===== src/common/bioe_pkg.sv =====
// package of constants, encodings and helpers for the branch, increment and or block
// Notes on behaviour
// [RL1] A jump loads its 11-bit immediate into program counter bits 10 down to 0.
// [RL2] A jump fills program counter bits 12 and 11 from bits 4 and 3 of the page latch.
// [RL3] A jump takes two instruction cycles and leaves every status flag unchanged.
// [RL4] Or-with-register ors acc with the file register, into acc if d is 0, else into the file.
// [RL5] Increment-and-skip adds one, steers by d, and on a zero result runs a no-operation next.
// [RL6] Increment-and-skip with a nonzero result runs the next word and never touches a flag.
// [RL7] Plain increment adds one to a register addressed by 7 bits, steers by d and updates zero.
// [RL8] Or-literal ors the accumulator with an 8-bit literal into acc and updates zero.
// [RL9] Where zero is affected it is set on a zero 8-bit result and cleared otherwise.
package bioe_pkg;
   localparam int unsigned PC_W    = 13;
   localparam int unsigned DATA_W  = 8;
   localparam int unsigned ADDR_W  = 7;
   localparam int unsigned INSTR_W = 14;
   localparam int unsigned IMM_W   = 11;

   // field positions inside the instruction word and the page latch
   localparam int unsigned DEST_BIT    = 7;
   localparam int unsigned OP_HI       = 13;
   localparam int unsigned OP6_LO      = 8;
   localparam int unsigned OP3_LO      = 11;
   localparam int unsigned PAGE_HI_BIT = 4;
   localparam int unsigned PAGE_LO_BIT = 3;

   // opcode patterns, top bits of the instruction word
   localparam logic [2:0] OP_JUMP       = 3'h5;
   localparam logic [5:0] OP_INC_REG    = 6'h0a;
   localparam logic [5:0] OP_INC_SKIP   = 6'h0f;
   localparam logic [5:0] OP_OR_ACC_REG = 6'h04;
   localparam logic [5:0] OP_OR_LIT     = 6'h38;

   // reset values and step sizes
   localparam logic [12:0] PC_RST    = 13'h0000;
   localparam logic [7:0]  ACC_RST   = 8'h00;
   localparam logic        ZERO_RST  = 1'b0;
   localparam logic [7:0]  DATA_ZERO = 8'h00;
   localparam logic [7:0]  DATA_ONE  = 8'h01;
   localparam logic [12:0] PC_STEP   = 13'h0001;
   localparam logic [12:0] PC_SKIP   = 13'h0002;

   typedef enum logic {BIOE_ST_EXEC, BIOE_ST_FLUSH} bioe_state_e;

   // zero test used by the alu for result_zero; the core checks compare with 8'h00
   function automatic logic is_zero(input logic [7:0] value);
      is_zero = (value == DATA_ZERO);
   endfunction : is_zero
endpackage : bioe_pkg


===== src/rtl/bioe_core.sv =====
// instruction execute core for jump, increments and inclusive or
`timescale 1ns/1ps
module bioe_core (
   input  wire logic        core_clk,
   input  wire logic        rst_n,
   input  wire logic        instr_valid,
   input  wire logic [13:0] instr_word,
   input  wire logic [7:0]  page_latch,
   input  wire logic [7:0]  file_rdata,
   output logic      [12:0] program_counter,
   output logic      [7:0]  acc_value,
   output logic             zero_flag,
   output logic      [6:0]  file_addr,
   output logic      [7:0]  file_wdata,
   output logic             file_we,
   output logic             nop_cycle
);
   typedef struct packed {
      bioe_pkg::bioe_state_e st;
      logic [12:0]           pc;
      logic [7:0]            acc;
      logic                  zero;
      logic [6:0]            waddr;
      logic [7:0]            wdata;
      logic                  we;
      logic                  no_operation;
   } bioe_core_s;

   bioe_core_s state_reg;
   bioe_core_s state_next;

   logic       accept;
   logic       is_jump;
   logic       is_inc;
   logic       is_inc_skip;
   logic       is_or_reg;
   logic       is_or_lit;
   logic       dest_file;
   logic       use_or;
   logic [7:0] alu_result;
   logic       alu_zero;

   // decode; the file read data must match instr_word[6:0] in the same cycle
   assign accept      = instr_valid && (state_reg.st == bioe_pkg::BIOE_ST_EXEC);
   assign is_jump     = instr_word[bioe_pkg::OP_HI:bioe_pkg::OP3_LO] == bioe_pkg::OP_JUMP;
   assign is_inc      = instr_word[bioe_pkg::OP_HI:bioe_pkg::OP6_LO] == bioe_pkg::OP_INC_REG;
   assign is_inc_skip = instr_word[bioe_pkg::OP_HI:bioe_pkg::OP6_LO] == bioe_pkg::OP_INC_SKIP;
   assign is_or_reg   = instr_word[bioe_pkg::OP_HI:bioe_pkg::OP6_LO] == bioe_pkg::OP_OR_ACC_REG;
   assign is_or_lit   = instr_word[bioe_pkg::OP_HI:bioe_pkg::OP6_LO] == bioe_pkg::OP_OR_LIT;
   assign dest_file   = instr_word[bioe_pkg::DEST_BIT];
   assign use_or      = is_or_reg || is_or_lit;

   bioe_alu u_alu (
      .use_or      (use_or),
      .use_lit     (is_or_lit),
      .acc_val     (state_reg.acc),
      .file_val    (file_rdata),
      .lit_val     (instr_word[7:0]),
      .result      (alu_result),
      .result_zero (alu_zero)
   );

   // next state; unknown opcodes just advance the counter like a no-operation
   always_comb begin
      state_next     = state_reg;
      state_next.we  = 1'b0;
      state_next.no_operation = 1'b0;
      unique case (state_reg.st)
         bioe_pkg::BIOE_ST_EXEC: begin
            if (accept) begin
               state_next.pc = 13'(state_reg.pc + bioe_pkg::PC_STEP);
               if (is_jump) begin
                  // flags untouched, one flush cycle follows
                  state_next.pc[10:0]  = instr_word[10:0]; // RL1
                  state_next.pc[12:11] = page_latch[bioe_pkg::PAGE_HI_BIT:
                                                    bioe_pkg::PAGE_LO_BIT]; // RL2
                  state_next.st        = bioe_pkg::BIOE_ST_FLUSH; // RL3
               end else if (is_inc || is_inc_skip || is_or_reg) begin
                  if (dest_file) begin
                     state_next.we    = 1'b1; // RL4 RL5 RL7
                     state_next.waddr = instr_word[6:0];
                     state_next.wdata = alu_result;
                  end else begin
                     state_next.acc = alu_result; // RL4 RL5 RL7
                  end
                  if (!is_inc_skip) begin // RL6
                     state_next.zero = alu_zero; // RL7 RL9
                  end
                  // counter steps two from the current word, past the skipped word
                  if (is_inc_skip && alu_zero) begin
                     state_next.pc = 13'(state_reg.pc + bioe_pkg::PC_SKIP); // RL5
                     state_next.st = bioe_pkg::BIOE_ST_FLUSH; // RL5
                  end
               end else if (is_or_lit) begin
                  state_next.acc  = alu_result; // RL8
                  state_next.zero = alu_zero; // RL8 RL9
               end
            end
         end
         bioe_pkg::BIOE_ST_FLUSH: begin
            // the word fetched during this cycle is discarded
            state_next.no_operation = 1'b1; // RL3 RL5
            state_next.st  = bioe_pkg::BIOE_ST_EXEC;
         end
      endcase
   end

   // one register stage for all state
   always_ff @(posedge core_clk) begin
      if (!rst_n) begin
         state_reg       <= '0;
         state_reg.st    <= bioe_pkg::BIOE_ST_EXEC;
         state_reg.pc    <= bioe_pkg::PC_RST;
         state_reg.acc   <= bioe_pkg::ACC_RST;
         state_reg.zero  <= bioe_pkg::ZERO_RST;
      end else begin
         state_reg <= state_next;
      end
   end

   // outputs straight from the state register
   assign program_counter = state_reg.pc;
   assign acc_value       = state_reg.acc;
   assign zero_flag       = state_reg.zero;
   assign file_addr       = state_reg.waddr;
   assign file_wdata      = state_reg.wdata;
   assign file_we         = state_reg.we;
   assign nop_cycle       = state_reg.no_operation;
endmodule : bioe_core


===== src/rtl/bioe_alu.sv =====
// combinational datapath: increment or inclusive or, with zero detect
`timescale 1ns/1ps
module bioe_alu (
   input  wire logic       use_or,
   input  wire logic       use_lit,
   input  wire logic [7:0] acc_val,
   input  wire logic [7:0] file_val,
   input  wire logic [7:0] lit_val,
   output logic      [7:0] result,
   output logic            result_zero
);
   // the or operand comes from the literal or the file register
   always_comb begin
      if (use_or) begin
         result = acc_val | (use_lit ? lit_val : file_val); // RL4 RL8
      end else begin
         result = 8'(file_val + bioe_pkg::DATA_ONE); // RL5 RL7
      end
      result_zero = bioe_pkg::is_zero(result); // RL9
   end
endmodule : bioe_alu


===== config.mk =====
export PLATFORM = sky130hd
export DESIGN_NAME = bioe_core
export DESIGN_NICKNAME = d
export VERILOG_FILES = /design/src/common/bioe_pkg.sv /design/src/rtl/bioe_core.sv /design/src/rtl/bioe_alu.sv
export SDC_FILE = /design/constraint.sdc
export NUM_CORES = 1
export LEC_CHECK = 0
export ABC_AREA = 1
export BUFFER_PORTS_ARGS = -buffer_cell sky130_fd_sc_hd__clkbuf_2
export CAP_MARGIN = 20
export CORE_ASPECT_RATIO = 0.5
export CORE_UTILIZATION = 47
export DETAILED_ROUTE_END_ITERATION = 10
export GPL_ROUTABILITY_DRIVEN = 0
export PLACE_DENSITY = 0.76
export SLEW_MARGIN = 20
export SYNTH_ARGS = -nofsm -noshare
export SYNTH_HDL_FRONTEND = slang
export SYNTH_SLANG_ARGS = --single-unit
export TNS_END_PERCENT = 100

===== constraint.sdc =====
create_clock -name core_clk -period 1.8 [get_ports core_clk]
set_input_delay 0.36 -clock core_clk [delete_from_list [all_inputs] [get_ports core_clk]]
set_output_delay 0.36 -clock core_clk [all_outputs]
set_load 0.01 [all_outputs]

==> impl_metrics.json <==
{
  "holdCritPathClass": "in2reg",
  "netSwitchingFraction": 0.3114,
  "routed_wl_mm": 7.839,
  "start_util": 0.4985,
  "finalCritPeriodShare": 1.021,
  "cp_slowest_cell": "nor2_4",
  "clock_power_share": 0.306,
  "drtAntennaViolNets": 0,
  "async_flop_share": 0,
  "setup_viol": 6,
  "seqPwrFrac": 0.458,
  "layout-drive-gt1-share": 0.3591,
  "worstSetupPathType": "in2reg",
  "combPwrFrac": 0.236,
  "reg2regPathDepth": 10,
  "fillers": 420,
  "ys_types": 31,
  "core_um2": 5045,
  "clockRootBuffer": "clkbuf_8",
  "dp_hpwl_mm": 5.541,
  "die_x_um": 105.5,
  "worst_slew_pin_slew_ns": 0.5611,
  "cp.depth": 13,
  "detail_route.wl_per_cell_um": 13.33,
  "grtUsageTotal": 0.2788,
  "clock_sinks": 40,
  "rsz0062_at_grt": "true",
  "violations": "negative setup slack",
  "min_period_ns": 1.838,
  "path_clk_slew_ns": 0.08,
  "grt_pass1_wl_mm": 12.29,
  "remaining_drc_errors": 0,
  "ioPinCount": 72,
  "ys_seq_elements": 40,
  "cp_top_family": "simple AND/OR/NAND/NOR gates",
  "clkLatencyLatePin_ns": 0.30,
  "timing.final.hold_violations": 0,
  "drv_cap": 0,
  "worst_setup_path_start_kind": "primary input",
  "avgViaCountPerCell": 5.262,
  "drt-pass1-iter-count": 5,
  "synth_top_area_cell": "dfxtp_1",
  "cp.arrival_ns": 2.08,
  "largest_reg_flops": 13,
  "required_ns": 2.04,
  "synth_top_cell_area_share": 0.3184,
  "netSwitchingPower_mw": 0.6328,
  "rows": 18,
  "synth_area_um2": 2515,
  "dp_slack_ns": -0.4152,
  "die_area_um2": 5665,
  "slew_headroom": 0.6255,
  "synthCells": 381,
  "p_int_mw": 1.399,
  "nets": 553,
  "p_leak_nw": 1.803,
  "critPathBufInv": 2,
  "syn_nets": 417,
  "endpoint_kind": "flop",
  "vdd_drop_max_mv": 0.3620,
  "syn_area_per_cell_um2": 6.601,
  "grt_max_degree": 26,
  "n_antenna_cell": 0,
  "slew_viol_final": 0,
  "area_growth_pct": 46.92,
  "ys_seq_area_frac": 0.3184,
  "fmax_ghz": 0.5442,
  "htree_levels": 2,
  "drt_iter0_markers": 220,
  "cts_tree": "done",
  "grt_pass1_vias": 2692,
  "die_y_um": 53.73,
  "via_count": 3094,
  "port_buffers": 65,
  "grt_overflow_total": 0,
  "ctsHoldBuffers": 0,
  "ys.warnings.count": 0,
  "crit_fanout": 6,
  "hold_depth": 3,
  "cts_buffers": 5,
  "synth_edf_count": 0,
  "cpPeakStageDelay_ns": 0.19,
  "power.density_nw_per_um2": 549.9,
  "outcome": "finished with violations",
  "synth_flop_cell": "dfxtp_1",
  "fin_tns_setup_ns": -0.09131,
  "cp_cell_sequence": "buf_6, nor2_4, nand3_4, nand2_4, nand2_2, o21ai_2, nand2_2, nor2_4, nand3_4, buf_6, nand3_2, nand3_2, a21oi_2",
  "ys_top_cells_by_area": "dfxtp_1 32%, nand2_1 13%, a21oi_1 7.2%, inv_1 6.6%, o21ai_0 6.4%",
  "antenna_found_initial": 0,
  "cts_max_path_buffers": 2,
  "clock_skew_ns": 0.005606,
  "post-route-worst-setup-slack_ns": -0.03766
}
## layout make-up
cell class | count | area [um2] | area share
Sequential cell | 40 | 800.8 | 0.2167
Tap cell | 70 | 87.58 | 0.02370
Multi-Input combinational cell | 286 | 1614 | 0.4368
Clock buffer | 5 | 68.82 | 0.01863
Inverter | 47 | 186.4 | 0.05046
Timing Repair Buffer | 137 | 918.4 | 0.2486
Clock inverter | 3 | 18.77 | 0.005080
## power groups by stage
stage                     Combinational (mW)  Clock (mW)  Sequential (mW)
after floorplan                        0.197           0            0.966
after global placement                 0.415           0            0.949
after detailed placement               0.421           0            0.950
after CTS                              0.455       0.624            0.930
after global routing                   0.525       0.661            0.934
final                                  0.480       0.621            0.930
## synth_stat cells (3+ instances only)
cell type / instances
nor3_1: 6
xor2_1: 14
clkinv_1: 3
clkbuf_1: 7
xnor2_1: 6
nand3_1: 29
inv_1: 44
o21ai_0: 32
nor2_1: 33
dfxtp_1: 40
nand2_1: 85
a21oi_1: 36
nor2_4: 4
a31oi_1: 6
nand4_1: 12
ha_1: 3
## worst paths after layout
check                                        from                         endpoint  slack, ns
setup / recovery                    instr_word[8]  program_counter[2]$_SDFFE_PN0P_      -0.04
hold / removal                      instr_word[0]        file_addr[0]$_SDFFE_PN0P_       0.34
setup reg to reg  program_counter[2]$_SDFFE_PN0P_  program_counter[9]$_SDFFE_PN0P_       0.12
hold reg to reg          state_reg[39]$_SDFF_PP0_             nop_cycle$_SDFF_PN0_       0.43
## stage by stage
stage / utilization / hold WS [ns] / std cells / instance area [um2] / power [mW]
5_1_grt: 0.7324 / 0.3492 / 588 / 3695 / 2.120
6_report: 0.7324 / 0.3351 / 588 / 3695 / 2.032
4_1_cts: 0.7135 / 0.3325 / 587 / 3600 / 2.008
2_1_floorplan: - / 0.4075 / 381 / 2535 / 1.163
3_3_place_gp: 0.6674 / 0.4115 / 569 / 3367 / 1.364
3_5_place_dp: 0.6674 / 0.4184 / 569 / 3367 / 1.371
## worst min-delay path: stages
cell and delay, ns:
clkbuf_2 0.11, inv_1 0.07, a21oi_1 0.06
## per-layer routing
layer,vias to the layer above,wire length (um),global-route usage
met5,-,0,0
met4,0,110,0.08216
met3,13,617,0.06416
met2,120,3644,0.4814
met1,1421,3467,0.3571
li1,1540,-,-
## kinds of logic after synthesis
kind of cell               synth area share
AOI/OAI and AO/OA                    0.1716
adders and majority gates           0.01493
and+or+nand+nor                      0.3338
buffers and inverters               0.09154
DFF                                  0.3184
xor gates and xnor gates            0.06965
## cell usage in the layout, fill, tap and decap left out, drive strengths merged
cell type	netlist	routed
dfxtp	40	40
clkinv	3	6
nor2	38	38
a211oi	1	1
buf	3	77
nand2	88	88
nand3	32	34
nand4	12	12
or2	2	2
xor2	14	14
a31oi	6	6
o21ai	35	35
ha	3	3
a21oi	36	36
nor3	6	6
clkbuf	7	65
nand3b	1	1
xnor2	6	6
inv	44	44
nor4	1	1
o211ai	2	2
a311oi	1	1
## repair_timing
action	CTS	global route
cloned	2	0
buffers inserted	8	1
pin swaps	15	17
resized for setup	18	28
endpoints found under the setup margin	11	25
Power figures use the tool's default switching activity.
